$ cat config.mk
export PLATFORM = sky130hd
export DESIGN_NAME = iesr_top
export DESIGN_NICKNAME = d
export VERILOG_FILES = /design/src/iesr_pkg.sv /design/src/iesr_errq_mem.sv /design/src/iesr_top.sv
export SDC_FILE = /design/constraint.sdc
export NUM_CORES = 1
export LEC_CHECK = 0
export ABC_AREA = 1
export BUFFER_PORTS_ARGS = -buffer_cell sky130_fd_sc_hd__buf_4
export CORE_ASPECT_RATIO = 0.5
export CORE_MARGIN = 3
export CORE_UTILIZATION = 40
export DETAILED_ROUTE_END_ITERATION = 10
export GPL_ROUTABILITY_DRIVEN = 0
export PLACE_DENSITY = 0.7
export SYNTH_ARGS = -nofsm -noshare
export SYNTH_HDL_FRONTEND = slang
export SYNTH_SLANG_ARGS = --single-unit
$ cat constraint.sdc
create_clock -name clk_i -period 2.5 [get_ports clk_i]
set_input_delay 0.125 -clock clk_i [delete_from_list [all_inputs] [get_ports clk_i]]
set_output_delay 0.125 -clock clk_i [all_outputs]
set_load 0.01 [all_outputs]
$ cat src/iesr_pkg.sv
// status reporting package: constants, types and the contract list
//Contract
//- event status bits latch occurrences, query readable
//- enabled event bit rising sets summary bit
//- bit0 on op-done when commands finish
//- bit2 on query protocol violations
//- bit3 device error, queue -300..-399 or positive
//- bit4 execution error, queue -200..-299
//- bit5 command error, queue -100..-199
//- bit6 on change to local control
//- bit7 set at power on
//- questionable condition/event parts read zero
//- operation condition live, event since read
//- operation bit0 high while calibrating
//- service request from enabled bits 2,4,5; code also uses enabled bit7
//- serial poll returns the status byte
//- register queries return decimal value
//- each error pushes, each query pops one; code pushes at most one per cycle, none while full
//- op-done with masks 1/32 gives request
//- request is the only self-started activity
//- reading event part clears it, masks kept
//- byte bit5 event summary, bit6 overall
package iesr_pkg;
  localparam int EVT_W  = 8;
  localparam int STAT_W = 16;
  localparam int BCD_W  = 20;
  localparam int CODE_W = 16;
  localparam int ERRQ_DEPTH = 16;
  localparam logic [EVT_W-1:0] EVT_RST = 8'h80;
  localparam logic [EVT_W-1:0] ENA_RST = 8'h00;
  localparam logic [EVT_W-1:0] REQ_ENA_RST = 8'h00;
  localparam logic [EVT_W-1:0] REQ_ENA_USE = 8'hbf;
  // standard event bit positions
  localparam int EB_OPDONE = 0;
  localparam int EB_QRY    = 2;
  localparam int EB_DEV    = 3;
  localparam int EB_EXE    = 4;
  localparam int EB_CMD    = 5;
  localparam int EB_LOCAL  = 6;
  localparam int EB_PWRON  = 7;
  // status byte and operation bit positions
  localparam int SB_QNE  = 2;
  localparam int SB_QSUM = 3;
  localparam int SB_MSG  = 4;
  localparam int SB_EVT  = 5;
  localparam int SB_REQ  = 6;
  localparam int SB_OSUM = 7;
  localparam int OB_CAL  = 0;
  // error code bands (negative) and the zero no-error code
  localparam logic signed [CODE_W-1:0] CODE_NONE   = 16'sh0000;
  localparam logic signed [CODE_W-1:0] CODE_CMD_HI = -16'sh0064;
  localparam logic signed [CODE_W-1:0] CODE_EXE_HI = -16'sh00c8;
  localparam logic signed [CODE_W-1:0] CODE_DEV_HI = -16'sh012c;
  localparam logic signed [CODE_W-1:0] CODE_DEV_LO = -16'sh018f;
  localparam logic signed [CODE_W-1:0] CODE_QRY_HI = -16'sh0190;
  localparam logic signed [CODE_W-1:0] CODE_QRY_LO = -16'sh01f3;

  typedef enum logic [1:0] {
    IESR_E_QRY, IESR_E_DEV, IESR_E_EXE, IESR_E_CMD
  } iesr_ekind_t;

  typedef enum logic [3:0] {
    IESR_C_WR_ENA, IESR_C_WR_RENA, IESR_C_RD_EVT, IESR_C_RD_ENA,
    IESR_C_RD_RENA, IESR_C_RD_SB, IESR_C_RD_QCOND, IESR_C_RD_QEVT,
    IESR_C_RD_OCOND, IESR_C_RD_OEVT, IESR_C_RD_ERR, IESR_C_OPDONE
  } iesr_cmd_t;

  typedef struct packed {
    logic               valid;
    iesr_ekind_t        kind;
    logic [CODE_W-1:0]  code;
  } iesr_err_t;

  typedef struct packed {
    logic               valid;
    iesr_cmd_t          op;
    logic [EVT_W-1:0]   data;
  } iesr_req_t;

  typedef struct packed {
    logic               valid;
    logic               is_err;
    logic               no_err;
    logic [BCD_W-1:0]   bcd;
    logic [CODE_W-1:0]  code;
  } iesr_rsp_t;
endpackage

$ cat src/iesr_errq_mem.sv
// error queue storage with registered read data
`timescale 1ns/10ps
`default_nettype none
module iesr_errq_mem #(
  parameter int W     = 16,
  parameter int DEPTH = 16,
  parameter int AW    = $clog2(DEPTH)
) (
  // clock
  input  wire logic          clk_i,
  // write side
  input  wire logic          we_i,
  input  wire logic [AW-1:0] waddr_i,
  input  wire logic [W-1:0]  wdata_i,
  // read side
  input  wire logic          re_i,
  input  wire logic [AW-1:0] raddr_i,
  output logic      [W-1:0]  rdata_o
);
  logic [W-1:0] mem [DEPTH];

  always_ff @(posedge clk_i) begin
    if (we_i) begin
      mem[waddr_i] <= wdata_i;
    end
    if (re_i) begin
      rdata_o <= mem[raddr_i];
    end
  end
endmodule
`default_nettype wire

$ cat src/iesr_top.sv
// event status, status byte, service request and error queue
`timescale 1ns/10ps
`default_nettype none
module iesr_top #(
  parameter int DEPTH = iesr_pkg::ERRQ_DEPTH
) (
  // clock and reset
  input  wire logic                 clk_i,
  input  wire logic                 rst_b_i,
  // command / query port
  input  wire iesr_pkg::iesr_req_t  req_i,
  output iesr_pkg::iesr_rsp_t       rsp_o,
  // error and event sources
  input  wire iesr_pkg::iesr_err_t  err_i,
  input  wire logic                 rd_no_query_i,
  input  wire logic                 unread_i,
  input  wire logic                 busy_i,
  input  wire logic                 local_i,
  input  wire logic                 msg_avail_i,
  input  wire logic                 calibrating_i,
  // serial poll and service request
  input  wire logic                 spoll_i,
  output logic                      spoll_valid_o,
  output logic [7:0]                spoll_byte_o,
  output logic                      srq_o
);
  import iesr_pkg::*;

  localparam int AW = $clog2(DEPTH);

  generate
    if (DEPTH < 2 || (1 << AW) != DEPTH) begin : g_bad_depth
      $error("DEPTH must be a power of two, at least 2");
    end
  endgenerate

  function automatic logic [BCD_W-1:0] to_bcd(input logic [STAT_W-1:0] v);
    logic [BCD_W+STAT_W-1:0] s;
    s = {{BCD_W{1'b0}}, v};
    for (int i = 0; i < STAT_W; i++) begin
      for (int d = 0; d < BCD_W/4; d++) begin
        if (s[STAT_W+4*d +: 4] > 4'h4) begin
          s[STAT_W+4*d +: 4] = s[STAT_W+4*d +: 4] + 4'h3;
        end
      end
      s = s << 1;
    end
    return s[STAT_W +: BCD_W];
  endfunction

  // out-of-band codes fall back to the band head
  function automatic logic [CODE_W-1:0] fix_code(input iesr_err_t e);
    logic signed [CODE_W-1:0] c;
    logic signed [CODE_W-1:0] hd;
    logic                     ok;
    c  = $signed(e.code);
    hd = CODE_CMD_HI;
    ok = 1'b0;
    unique case (e.kind)
      IESR_E_CMD: begin
        hd = CODE_CMD_HI;
        ok = (c <= CODE_CMD_HI) && (c > CODE_EXE_HI);
      end
      IESR_E_EXE: begin
        hd = CODE_EXE_HI;
        ok = (c <= CODE_EXE_HI) && (c > CODE_DEV_HI);
      end
      IESR_E_DEV: begin
        hd = CODE_DEV_HI;
        ok = ((c <= CODE_DEV_HI) && (c >= CODE_DEV_LO)) || (c > CODE_NONE);
      end
      IESR_E_QRY: begin
        hd = CODE_QRY_HI;
        ok = (c <= CODE_QRY_HI) && (c >= CODE_QRY_LO);
      end
    endcase
    return ok ? e.code : hd;
  endfunction

  // reset release
  logic [1:0] rst_sync;
  logic       rst_n;

  always_ff @(posedge clk_i or negedge rst_b_i) begin
    if (!rst_b_i) begin
      rst_sync <= 2'b00;
    end else begin
      rst_sync <= {rst_sync[0], 1'b1};
    end
  end
  assign rst_n = rst_sync[1];

  // command decode
  logic rd_evt;
  logic rd_oevt;
  logic rd_err;
  logic rd_sb;
  logic is_rd;
  assign rd_evt  = req_i.valid && (req_i.op == IESR_C_RD_EVT);
  assign rd_oevt = req_i.valid && (req_i.op == IESR_C_RD_OEVT);
  assign rd_err  = req_i.valid && (req_i.op == IESR_C_RD_ERR);
  assign rd_sb   = req_i.valid && (req_i.op == IESR_C_RD_SB);
  assign is_rd   = req_i.valid && (req_i.op != IESR_C_WR_ENA) &&
                   (req_i.op != IESR_C_WR_RENA) && (req_i.op != IESR_C_OPDONE);

  // event and mask state
  logic [EVT_W-1:0]  std_evt, std_ena, req_ena, set_vec;
  logic [EVT_W-1:0]  next_std_evt, next_std_ena, next_req_ena;
  logic              op_armed, next_op_armed, op_fire, qry_err;
  logic [STAT_W-1:0] op_cond, op_evt, next_op_cond, next_op_evt;

  assign qry_err = rd_no_query_i | unread_i;
  assign op_fire = op_armed && !busy_i;

  always_comb begin
    set_vec = '0;
    set_vec[EB_OPDONE] = op_fire;
    set_vec[EB_QRY] = qry_err || (err_i.valid && err_i.kind == IESR_E_QRY);
    set_vec[EB_DEV] = err_i.valid && (err_i.kind == IESR_E_DEV);
    set_vec[EB_EXE] = err_i.valid && (err_i.kind == IESR_E_EXE);
    set_vec[EB_CMD] = err_i.valid && (err_i.kind == IESR_E_CMD);
    set_vec[EB_LOCAL] = local_i;
    // latch, clear on read, set wins
    next_std_evt = (rd_evt ? '0 : std_evt) | set_vec;
    next_std_ena = (req_i.valid && req_i.op == IESR_C_WR_ENA) ? req_i.data : std_ena;
    next_req_ena = (req_i.valid && req_i.op == IESR_C_WR_RENA) ? req_i.data : req_ena;
    next_op_armed = op_armed;
    if (op_fire) begin
      next_op_armed = 1'b0;
    end
    if (req_i.valid && req_i.op == IESR_C_OPDONE) begin
      next_op_armed = 1'b1;
    end
    next_op_cond = '0;
    next_op_cond[OB_CAL] = calibrating_i;
    next_op_evt = (rd_oevt ? '0 : op_evt) | (next_op_cond & ~op_cond);
  end

  always_ff @(posedge clk_i or negedge rst_n) begin
    if (!rst_n) begin
      std_evt  <= EVT_RST;
      std_ena  <= ENA_RST;
      req_ena  <= REQ_ENA_RST;
      op_armed <= 1'b0;
      op_cond  <= '0;
      op_evt   <= '0;
    end else begin
      std_evt  <= next_std_evt;
      std_ena  <= next_std_ena;
      req_ena  <= next_req_ena;
      op_armed <= next_op_armed;
      op_cond  <= next_op_cond;
      op_evt   <= next_op_evt;
    end
  end

  // error queue pointers
  logic [AW-1:0]     wptr, rptr, next_wptr, next_rptr;
  logic [AW:0]       cnt, next_cnt;
  logic              push, push_ok, pop, q_full, q_empty;
  logic [CODE_W-1:0] push_code, mem_rdata;

  assign q_full  = (cnt == (AW+1)'(DEPTH));
  assign q_empty = (cnt == '0);
  assign push      = err_i.valid || qry_err;
  assign push_code = err_i.valid ? fix_code(err_i) : CODE_QRY_HI;
  assign push_ok = push && !q_full;
  assign pop     = rd_err && !q_empty;

  always_comb begin
    next_wptr = push_ok ? wptr + 1'b1 : wptr;
    next_rptr = pop ? rptr + 1'b1 : rptr;
    next_cnt  = cnt;
    if (push_ok && !pop) begin
      next_cnt = cnt + 1'b1;
    end else if (pop && !push_ok) begin
      next_cnt = cnt - 1'b1;
    end
  end

  always_ff @(posedge clk_i or negedge rst_n) begin
    if (!rst_n) begin
      wptr <= '0;
      rptr <= '0;
      cnt  <= '0;
    end else begin
      wptr <= next_wptr;
      rptr <= next_rptr;
      cnt  <= next_cnt;
    end
  end

  iesr_errq_mem #(
    .W     (CODE_W),
    .DEPTH (DEPTH)
  ) u_mem (
    .clk_i   (clk_i),
    .we_i    (push_ok),
    .waddr_i (wptr),
    .wdata_i (push_code),
    .re_i    (pop),
    .raddr_i (rptr),
    .rdata_o (mem_rdata)
  );

  // status byte
  logic [7:0] stat_byte, sb_other;
  logic       evt_sum, req_sum, req_sum_d, next_req_sum_d, next_srq;

  assign evt_sum = |(std_evt & std_ena);
  always_comb begin
    sb_other = '0;
    sb_other[SB_QNE]  = !q_empty;
    sb_other[SB_QSUM] = 1'b0;
    sb_other[SB_MSG]  = msg_avail_i;
    sb_other[SB_EVT]  = evt_sum;
    sb_other[SB_OSUM] = |op_evt;
    // request summary ignores its own enable
    req_sum = |(sb_other & req_ena & REQ_ENA_USE);
    stat_byte = sb_other;
    stat_byte[SB_REQ] = req_sum;
    // only self-started output, raise on rise
    next_srq = srq_o;
    if (rd_sb || spoll_i || !req_sum) begin
      next_srq = 1'b0;
    end
    if (req_sum && !req_sum_d) begin
      next_srq = 1'b1;
    end
    next_req_sum_d = req_sum;
  end

  always_ff @(posedge clk_i or negedge rst_n) begin
    if (!rst_n) begin
      srq_o     <= 1'b0;
      req_sum_d <= 1'b0;
    end else begin
      srq_o     <= next_srq;
      req_sum_d <= next_req_sum_d;
    end
  end

  // serial poll answer
  logic       next_spoll_valid;
  logic [7:0] next_spoll_byte;
  always_comb begin
    next_spoll_valid = spoll_i;
    next_spoll_byte  = spoll_i ? stat_byte : spoll_byte_o;
  end

  always_ff @(posedge clk_i or negedge rst_n) begin
    if (!rst_n) begin
      spoll_valid_o <= 1'b0;
      spoll_byte_o  <= '0;
    end else begin
      spoll_valid_o <= next_spoll_valid;
      spoll_byte_o  <= next_spoll_byte;
    end
  end

  // two-stage answer: value capture, then format
  logic              p_valid;
  iesr_cmd_t         p_op;
  logic [STAT_W-1:0] p_val;
  logic              p_empty;
  logic              next_p_valid;
  iesr_cmd_t         next_p_op;
  logic [STAT_W-1:0] next_p_val;
  logic              next_p_empty;
  iesr_rsp_t         next_rsp;

  always_comb begin
    next_p_valid = is_rd;
    next_p_op    = is_rd ? req_i.op : p_op;
    next_p_empty = rd_err && q_empty;
    next_p_val   = '0;
    unique case (req_i.op)
      IESR_C_RD_EVT:   next_p_val = {8'h00, std_evt};
      IESR_C_RD_ENA:   next_p_val = {8'h00, std_ena};
      IESR_C_RD_RENA:  next_p_val = {8'h00, req_ena};
      IESR_C_RD_SB:    next_p_val = {8'h00, stat_byte};
      IESR_C_RD_OCOND: next_p_val = op_cond;
      IESR_C_RD_OEVT:  next_p_val = op_evt;
      default:         next_p_val = '0;
    endcase
    next_rsp        = '0;
    next_rsp.valid  = p_valid;
    next_rsp.is_err = p_valid && (p_op == IESR_C_RD_ERR);
    // empty queue answers zero, no error
    next_rsp.no_err = next_rsp.is_err && p_empty;
    if (next_rsp.is_err) begin
      next_rsp.code = p_empty ? CODE_NONE : mem_rdata;
    end else if (p_valid) begin
      next_rsp.bcd = to_bcd(p_val);
    end
  end

  always_ff @(posedge clk_i or negedge rst_n) begin
    if (!rst_n) begin
      p_valid <= 1'b0;
      p_op    <= IESR_C_RD_EVT;
      p_val   <= '0;
      p_empty <= 1'b0;
      rsp_o   <= '0;
    end else begin
      p_valid <= next_p_valid;
      p_op    <= next_p_op;
      p_val   <= next_p_val;
      p_empty <= next_p_empty;
      rsp_o   <= next_rsp;
    end
  end
endmodule
`default_nettype wire

==> metrics.yaml, run 1 <==
hold_end: "wptr[0]"
clock_sinks: 364
power_leakage_uw: 0.00766
syn_area_per_cell_um2: 12.0
synth_area_leaders: "edfxtp_1 (52%), dfrtp_1 (14%), nor2_1 (4.4%), nand2_1 (4.1%), o21ai_0 (3.4%)"
cp_slowest_cell: "dfrtp_1"
status: "finished with violations"
antenna_found_initial: 0
use_met1_pct: 24.0
clock_latency_ns: 0.53
syn_area_um2: 15600
first_pass_iters: 5
r2r-end: "rsp_o[17]"
rsz0062_at_grt: "yes"
cp-end-kind: "register"
cts_max_level: 2
arrival_ns: 3.28
crit_fanout: 4
synth_compound_area_share_pct: 9.79
ir_drop_mv: 0.590
worstSetupPathType: "register to register"
num_vias: 10800
slew_headroom_pct: 50.1
synthArstFlopShare_pct: 25.3
hold_depth: 5
wl_per_cell_um: 18.9
worst_pin_slew_ns: 0.748
reg2reg_from: "p_val[5]"
dp_hpwl_mm: 24.6
fp.dieH_um: 145
hold_violations: 0
violations: "negative setup slack"
rr_worst_depth: 30
hp-start: "unread_i"
drt_wl_total_mm: 38.7
nNetsFinal: 1565
synthMuxAreaShare_pct: 3.15
ys_seq_area_share_pct: 67.3
drc_errors: 0
fmaxAchievable_mhz: 350
cts_tree: "done"
synthFlopType: "edfxtp_1"
clk_pin_slew_ns: 0.07
finalMaxSlewViolations: 0
cts_root_buf: "clkbuf_16"
drtAntennaViolNets: 0
cp-start-kind: "register"
io-pin-count: 90
synth_top_family_by_area: "simple AND/OR/NAND/NOR gates"
dp_slack_ns: -0.356
synth_fa_ha_area_share_pct: 1.82
synth_xor_area_share_pct: 0.715
antennaDiodeCount: 0
fin_crit_sh_pct: 114
grt_pass1_vias: 10700
fillers: 3186
critical_path.max_stage_delay_ns: 0.39
std_cell_rows: 50
met2_usage_pct: 31.7
syn_inst: 1302
cts_buffers: 35
worstPathRequired_ns: 2.92
placed_cell_area_um2: 17500
synth-seq-cells: 364
maxCapViolCount: 0
initial_core_util_pct: 41.1
synth_top_cell_by_area: "edfxtp_1"
fp.coreArea_um2: 37800
finClkSkew_ns: 0.0161
cts_max_path_buffers: 3
synth_edf_count: 272
yosys.area_share.simple_pct: 12.8
viasPerCell: 5.28
dieArea_um2: 41500
hold_path.class: "input port to register"
netlist.area_leader.share_pct: 52.5
final-setup-viol-count: 8
portBuffers: 76
top_usage_layer: "met2"
gr-usage-met3_pct: 2.79
drtIter0Drc: 965
synthDistinctLibCells: 52
drive_above_1_share_pct: 21.7
grt_max_degree: 65
rrSetupSlack_ns: -0.36
yosys_warnings: 0
worst_slack_ns: -0.361
timing.final.crit_period_ns: 2.86
syn2layout_area_growth_pct: 23.5
power.density_nw_per_um2: 999
grt_pass1_wl_mm: 59.9
dieWidth_um: 285
grt_usage_pct: 18.3
grt_remaining_overflow: 0
final_cell_area_um2: 19200
-- cell usage after synthesis, types with 3 or more instances --
master / instances
nand2_4: 7
o32ai_1: 14
buf_2: 4
xor2_1: 8
nand2_2: 12
nand3_1: 41
o211ai_1: 18
ha_1: 21
mux2i_1: 49
a21oi_1: 11
nand4_1: 8
clkbuf_1: 40
nor4_1: 3
or2_1: 8
nand2_1: 172
o221ai_1: 49
o22ai_1: 10
a31oi_1: 5
nor3_1: 10
o21ai_0: 105
buf_1: 6
inv_2: 7
inv_1: 97
dfrtp_1: 90
buf_4: 13
nor2_1: 181
o2111ai_1: 4
edfxtp_1: 272
-- worst max-delay path, delay by kind of cell, from the launching register on --
kind                     cells  cell delay [ns]
flip-flops                   1             0.39
AND/OR/NAND/NOR             18             1.25
buffers and inverters        8             0.48
adder cells (fa/ha/maj)      4             0.63
-- final cells by class --
| cell class | instances | area [µm²] | share of cell area, % |
|---|---|---|---|
| tap | 520 | 651 | 3.38 |
| inverter | 106 | 405 | 2.11 |
| clock buffer | 45 | 976 | 5.08 |
| clock inverter | 16 | 149 | 0.774 |
| timing repair buffer | 214 | 1790 | 9.33 |
| multi-input combinational | 781 | 4770 | 24.8 |
| sequential | 364 | 10500 | 54.5 |
-- routing by layer --
layer  routed length [µm]  share of wire [%]
met1                15900                 41
met2                19100                 49
met3                 2700                7.0
met4                  917                2.4
met5                    0                  0
-- report_power, final --
| part | internal (µW) | switching (µW) | total [µW] |
|---|---|---|---|
| logic | 2210 | 3670 | 5880 |
| registers | 7590 | 496 | 8090 |
| clock network | 2990 | 2250 | 5240 |
-- worst max-delay path by stage --
stage / start / to / slack, ns / cells past startpoint
after floorplan: p_val[5] / rsp_o[21] / -0.26 / 26
after global placement: p_val[6] / rsp_o[21] / -0.30 / 24
after detailed placement: p_val[6] / rsp_o[24] / -0.36 / 26
after CTS: p_val[5] / rsp_o[21] / -0.31 / 24
after global routing: p_val[5] / rsp_o[22] / -0.58 / 26
final: p_val[5] / rsp_o[17] / -0.36 / 30
-- sequential cells by signal, indices dropped and copies added (netlist names) --
signal / flops
cnt: 5
op_armed: 1
op_cond: 1
op_evt: 1
p_empty: 1
p_op: 4
p_val: 8
p_valid: 1
req_ena: 8
req_sum_d: 1
rptr: 4
rsp_o: 29
rst_sync: 2
spoll_byte_o: 5
spoll_valid_o: 1
srq_o: 1
std_ena: 8
std_evt: 7
u_mem.mem: 256
u_mem.rdata_o: 16
wptr: 4
-- logic make-up (layout without fill, tap and decap cells) --
| kind of cell | Yosys count | after routing |
|---|---|---|
| AO/OA/AOI/OAI | 231 | 231 |
| XOR/XNOR | 11 | 11 |
| adder cells (fa/ha/maj) | 22 | 22 |
| buffers and inverters | 169 | 381 |
| flip-flops | 364 | 364 |
| multiplexers | 49 | 49 |
| other | 2 | 14 |
| AND/OR/NAND/NOR | 454 | 454 |
-- metrics by stage --
stage / total power (µW) / setup TNS (ns) / hold slack (ns) / std cells / utilization, %
floorplan: 11600 / -1.95 / -0.171 / 1314 / -
global placement: 13600 / -2.11 / -0.0913 / 1937 / 46.1
detailed placement: 13700 / -2.57 / -0.0904 / 1937 / 46.1
CTS: 19100 / -2.32 / 0.0426 / 2042 / 50.5
global route: 20200 / -4.42 / 0.0505 / 2046 / 50.8
finish: 19200 / -2.70 / 0.0408 / 2046 / 50.8
-- repair_timing --
| action | 4_1_cts | 5_1_grt |
|---|---|---|
| setup endpoints to repair | 8 | 13 |
| hold buffers | 27 | 0 |
| pin swaps | 26 | 15 |
| resized for setup | 28 | 14 |
| setup buffers | 18 | 4 |
| endpoints found under the hold margin | 39 | 0 |
-- layout by cell type (no fill, tap or decap), types with 9 or more instances in the layout --
| cell type | netlist | final |
|---|---|---|
| clkbuf_16 | 0 | 37 |
| conb_1 | 2 | 14 |
| inv_1 | 97 | 90 |
| o32ai_1 | 14 | 14 |
| o21ai_0 | 105 | 105 |
| o221ai_1 | 49 | 49 |
| ha_1 | 21 | 12 |
| nand2_4 | 7 | 11 |
| dfrtp_1 | 90 | 87 |
| buf_12 | 0 | 9 |
| nor3_1 | 10 | 9 |
| buf_4 | 13 | 176 |
| nand2_2 | 12 | 19 |
| inv_2 | 7 | 12 |
| nor2_1 | 181 | 174 |
| mux2i_1 | 49 | 49 |
| nand3_1 | 41 | 34 |
| nand2_1 | 172 | 161 |
| a21oi_1 | 11 | 11 |
| edfxtp_1 | 272 | 272 |
| dlygate4sd3_1 | 0 | 27 |
| o22ai_1 | 10 | 10 |
| o211ai_1 | 18 | 18 |
No activity file was read; power rests on OpenSTA's default activity.
==> run 2, diff against run 1 <==
--- a/config.mk
+++ b/config.mk
@@ -7,12 +7,14 @@
 export LEC_CHECK = 0
 export ABC_AREA = 1
 export BUFFER_PORTS_ARGS = -buffer_cell sky130_fd_sc_hd__buf_4
+export CELL_PAD_IN_SITES_DETAIL_PLACEMENT = 1
+export CELL_PAD_IN_SITES_GLOBAL_PLACEMENT = 1
 export CORE_ASPECT_RATIO = 0.5
 export CORE_MARGIN = 3
-export CORE_UTILIZATION = 40
+export CORE_UTILIZATION = 30
 export DETAILED_ROUTE_END_ITERATION = 10
 export GPL_ROUTABILITY_DRIVEN = 0
-export PLACE_DENSITY = 0.7
+export PLACE_DENSITY = 0.67
 export SYNTH_ARGS = -nofsm -noshare
 export SYNTH_HDL_FRONTEND = slang
 export SYNTH_SLANG_ARGS = --single-unit
==> run 2 against run 1 <==
  * The run still ends with negative setup slack left
  * Largest cell class unchanged
  * Combinational power up 5.1%
  * Sequential share of layout area decreased by 0.95 points
  * Die area increased by 32%
  * Worst setup slack got worse by 0.047 ns
==> metrics.yaml, run 2 (same netlist as run 1, synthesis figures left out) <==
reg2reg_from: "p_val[5]"
power_leakage_uw: 0.00766
syn2layout_area_growth_pct: 25.7
fp.dieH_um: 167
largest_reg_flops: 256
worst_pin_slew_ns: 0.861
arrival_ns: 3.38
worst_slack_ns: -0.408
portBuffers: 76
hold_end: "std_evt[5]"
fillers: 5455
dieWidth_um: 328
fmaxAchievable_mhz: 344
final_common_cell: "edfxtp_1"
std_cell_rows: 58
drive_above_1_share_pct: 23.0
regMostFlops: "u_mem.mem"
wl_per_cell_um: 19.6
rrSetupSlack_ns: -0.41
mostFrequentLayoutCells: "edfxtp_1 (272), buf_4 (174), nor2_1 (159)"
grt_usage_pct: 15.8
violations: "negative setup slack"
first_pass_iters: 5
antenna_found_initial: 1
finClkSkew_ns: 0.0242
hold_path.class: "input port to register"
worstPathRequired_ns: 2.97
slew_headroom_pct: 42.6
maxCapViolCount: 0
drc_errors: 0
timing.final.crit_period_ns: 2.91
drt_wl_total_mm: 43.5
clock_sinks: 364
cp-start-kind: "register"
nNetsFinal: 1564
grt_pass1_vias: 11300
rsz0062_at_grt: "yes"
hp-start: "err_i[18]"
cts_buffers: 38
fin_crit_sh_pct: 116
clock_latency_ns: 0.56
crit_fanout: 4
cts_root_buf: "clkbuf_16"
cp-end-kind: "register"
initial_core_util_pct: 30.7
viasPerCell: 4.87
grt_remaining_overflow: 0
rr_worst_depth: 26
status: "finished with violations"
grt_pass1_wl_mm: 67.3
cts_tree: "done"
worstSetupPathType: "register to register"
drtAntennaViolNets: 0
cts_max_path_buffers: 3
drtIter0Drc: 732
ir_drop_mv: 0.480
cts_max_level: 2
num_vias: 10800
final-setup-viol-count: 8
power.density_nw_per_um2: 1020
power.total_uw: 20000
finalMaxSlewViolations: 0
dieArea_um2: 54800
fp.coreArea_um2: 50700
grt_max_degree: 62
clk_pin_slew_ns: 0.06
r2r-end: "rsp_o[22]"
utilization_pct: 38.6
io-pin-count: 90
hold_violations: 0
dp_hpwl_mm: 27.6
hold_depth: 3
top_regs: "u_mem.mem: 256 flops, rsp_o: 29 flops, u_mem.rdata_o: 16 flops"
## run 2: where the power goes
| part | switching, µW | internal [µW] |
|---|---|---|
| Clock | 2440 | 3270 |
| Sequential | 461 | 7600 |
| Combinational | 3950 | 2220 |
| Total | 6860 | 13100 |
## run 2: routing by layer
layer / vias up / global-route usage, % / wire length, µm
li1: 4994 / - / -
met5: - / 0 / 0
met1: 5538 / 20.4 / 19100
met2: 211 / 27.4 / 21500
met3: 65 / 2.32 / 1800
met4: 0 / 4.76 / 1100
## run 2: critical path, stage by stage (launching register included)
cell     delay, ns
dfrtp_1       0.39
inv_2         0.09
ha_4          0.16
inv_4         0.05
ha_4          0.17
nand2_2       0.07
o21ai_2       0.06
nor2_1        0.12
nand2_2       0.09
nand2_2       0.08
nand2_2       0.05
nand2_2       0.07
inv_2         0.05
nand2_4       0.10
nand3_2       0.12
nand2_4       0.10
inv_4         0.04
ha_4          0.16
inv_4         0.07
nand4_1       0.12
and2_4        0.19
ha_4          0.17
inv_4         0.07
a21oi_4       0.06
nand2_1       0.07
nand2_1       0.05
nor2_1        0.09
## run 2: area by class of cell
cell class / instances / area (µm²) / share of cell area (%)
diodes: 1 / 2.50 / 0.0128
clock buffers: 48 / 988 / 5.05
clock inverters: 21 / 255 / 1.30
inverters: 106 / 408 / 2.08
multi-input cells: 781 / 4810 / 24.6
flip-flops and latches: 364 / 10500 / 53.6
well taps: 690 / 863 / 4.41
repair buffers: 210 / 1760 / 8.98
## run 2: repair_timing
action / 4_1_cts / 5_1_grt
resized for setup: 28 / 24
endpoints found under the setup margin: 9 / 10
buffers inserted: 11 / 7
hold buffers: 27 / 0
gates cloned: 0 / 0
hold endpoints to repair: 38 / 0
pin swaps: 20 / 12
## run 2: how the worst max path moves through the flow
stage | slack (ns) | startpoint | depth (start not counted) | to
final | -0.41 | p_val[5] | 26 | rsp_o[22]
after global routing | -0.65 | p_val[5] | 26 | rsp_o[22]
after CTS | -0.35 | p_val[5] | 30 | rsp_o[19]
after detailed placement | -0.45 | p_val[5] | 26 | rsp_o[22]
after global placement | -0.30 | p_val[6] | 26 | rsp_o[21]
after floorplan | -0.26 | p_val[5] | 26 | rsp_o[21]
## run 2: metrics by stage
stage / setup TNS, ns / worst slack [ns] / std cells / hold WS, ns / instance area, µm²
after floorplan: -1.95 / -0.262 / 1314 / -0.171 / 15700
after global placement: -2.09 / -0.305 / 2106 / -0.0924 / 17700
after detailed placement: -3.04 / -0.447 / 2106 / -0.0896 / 17700
after CTS: -2.62 / -0.350 / 2213 / 0.0107 / 19400
after global routing: -4.76 / -0.647 / 2221 / 0.0268 / 19600
final: -2.98 / -0.408 / 2221 / 0.0361 / 19600
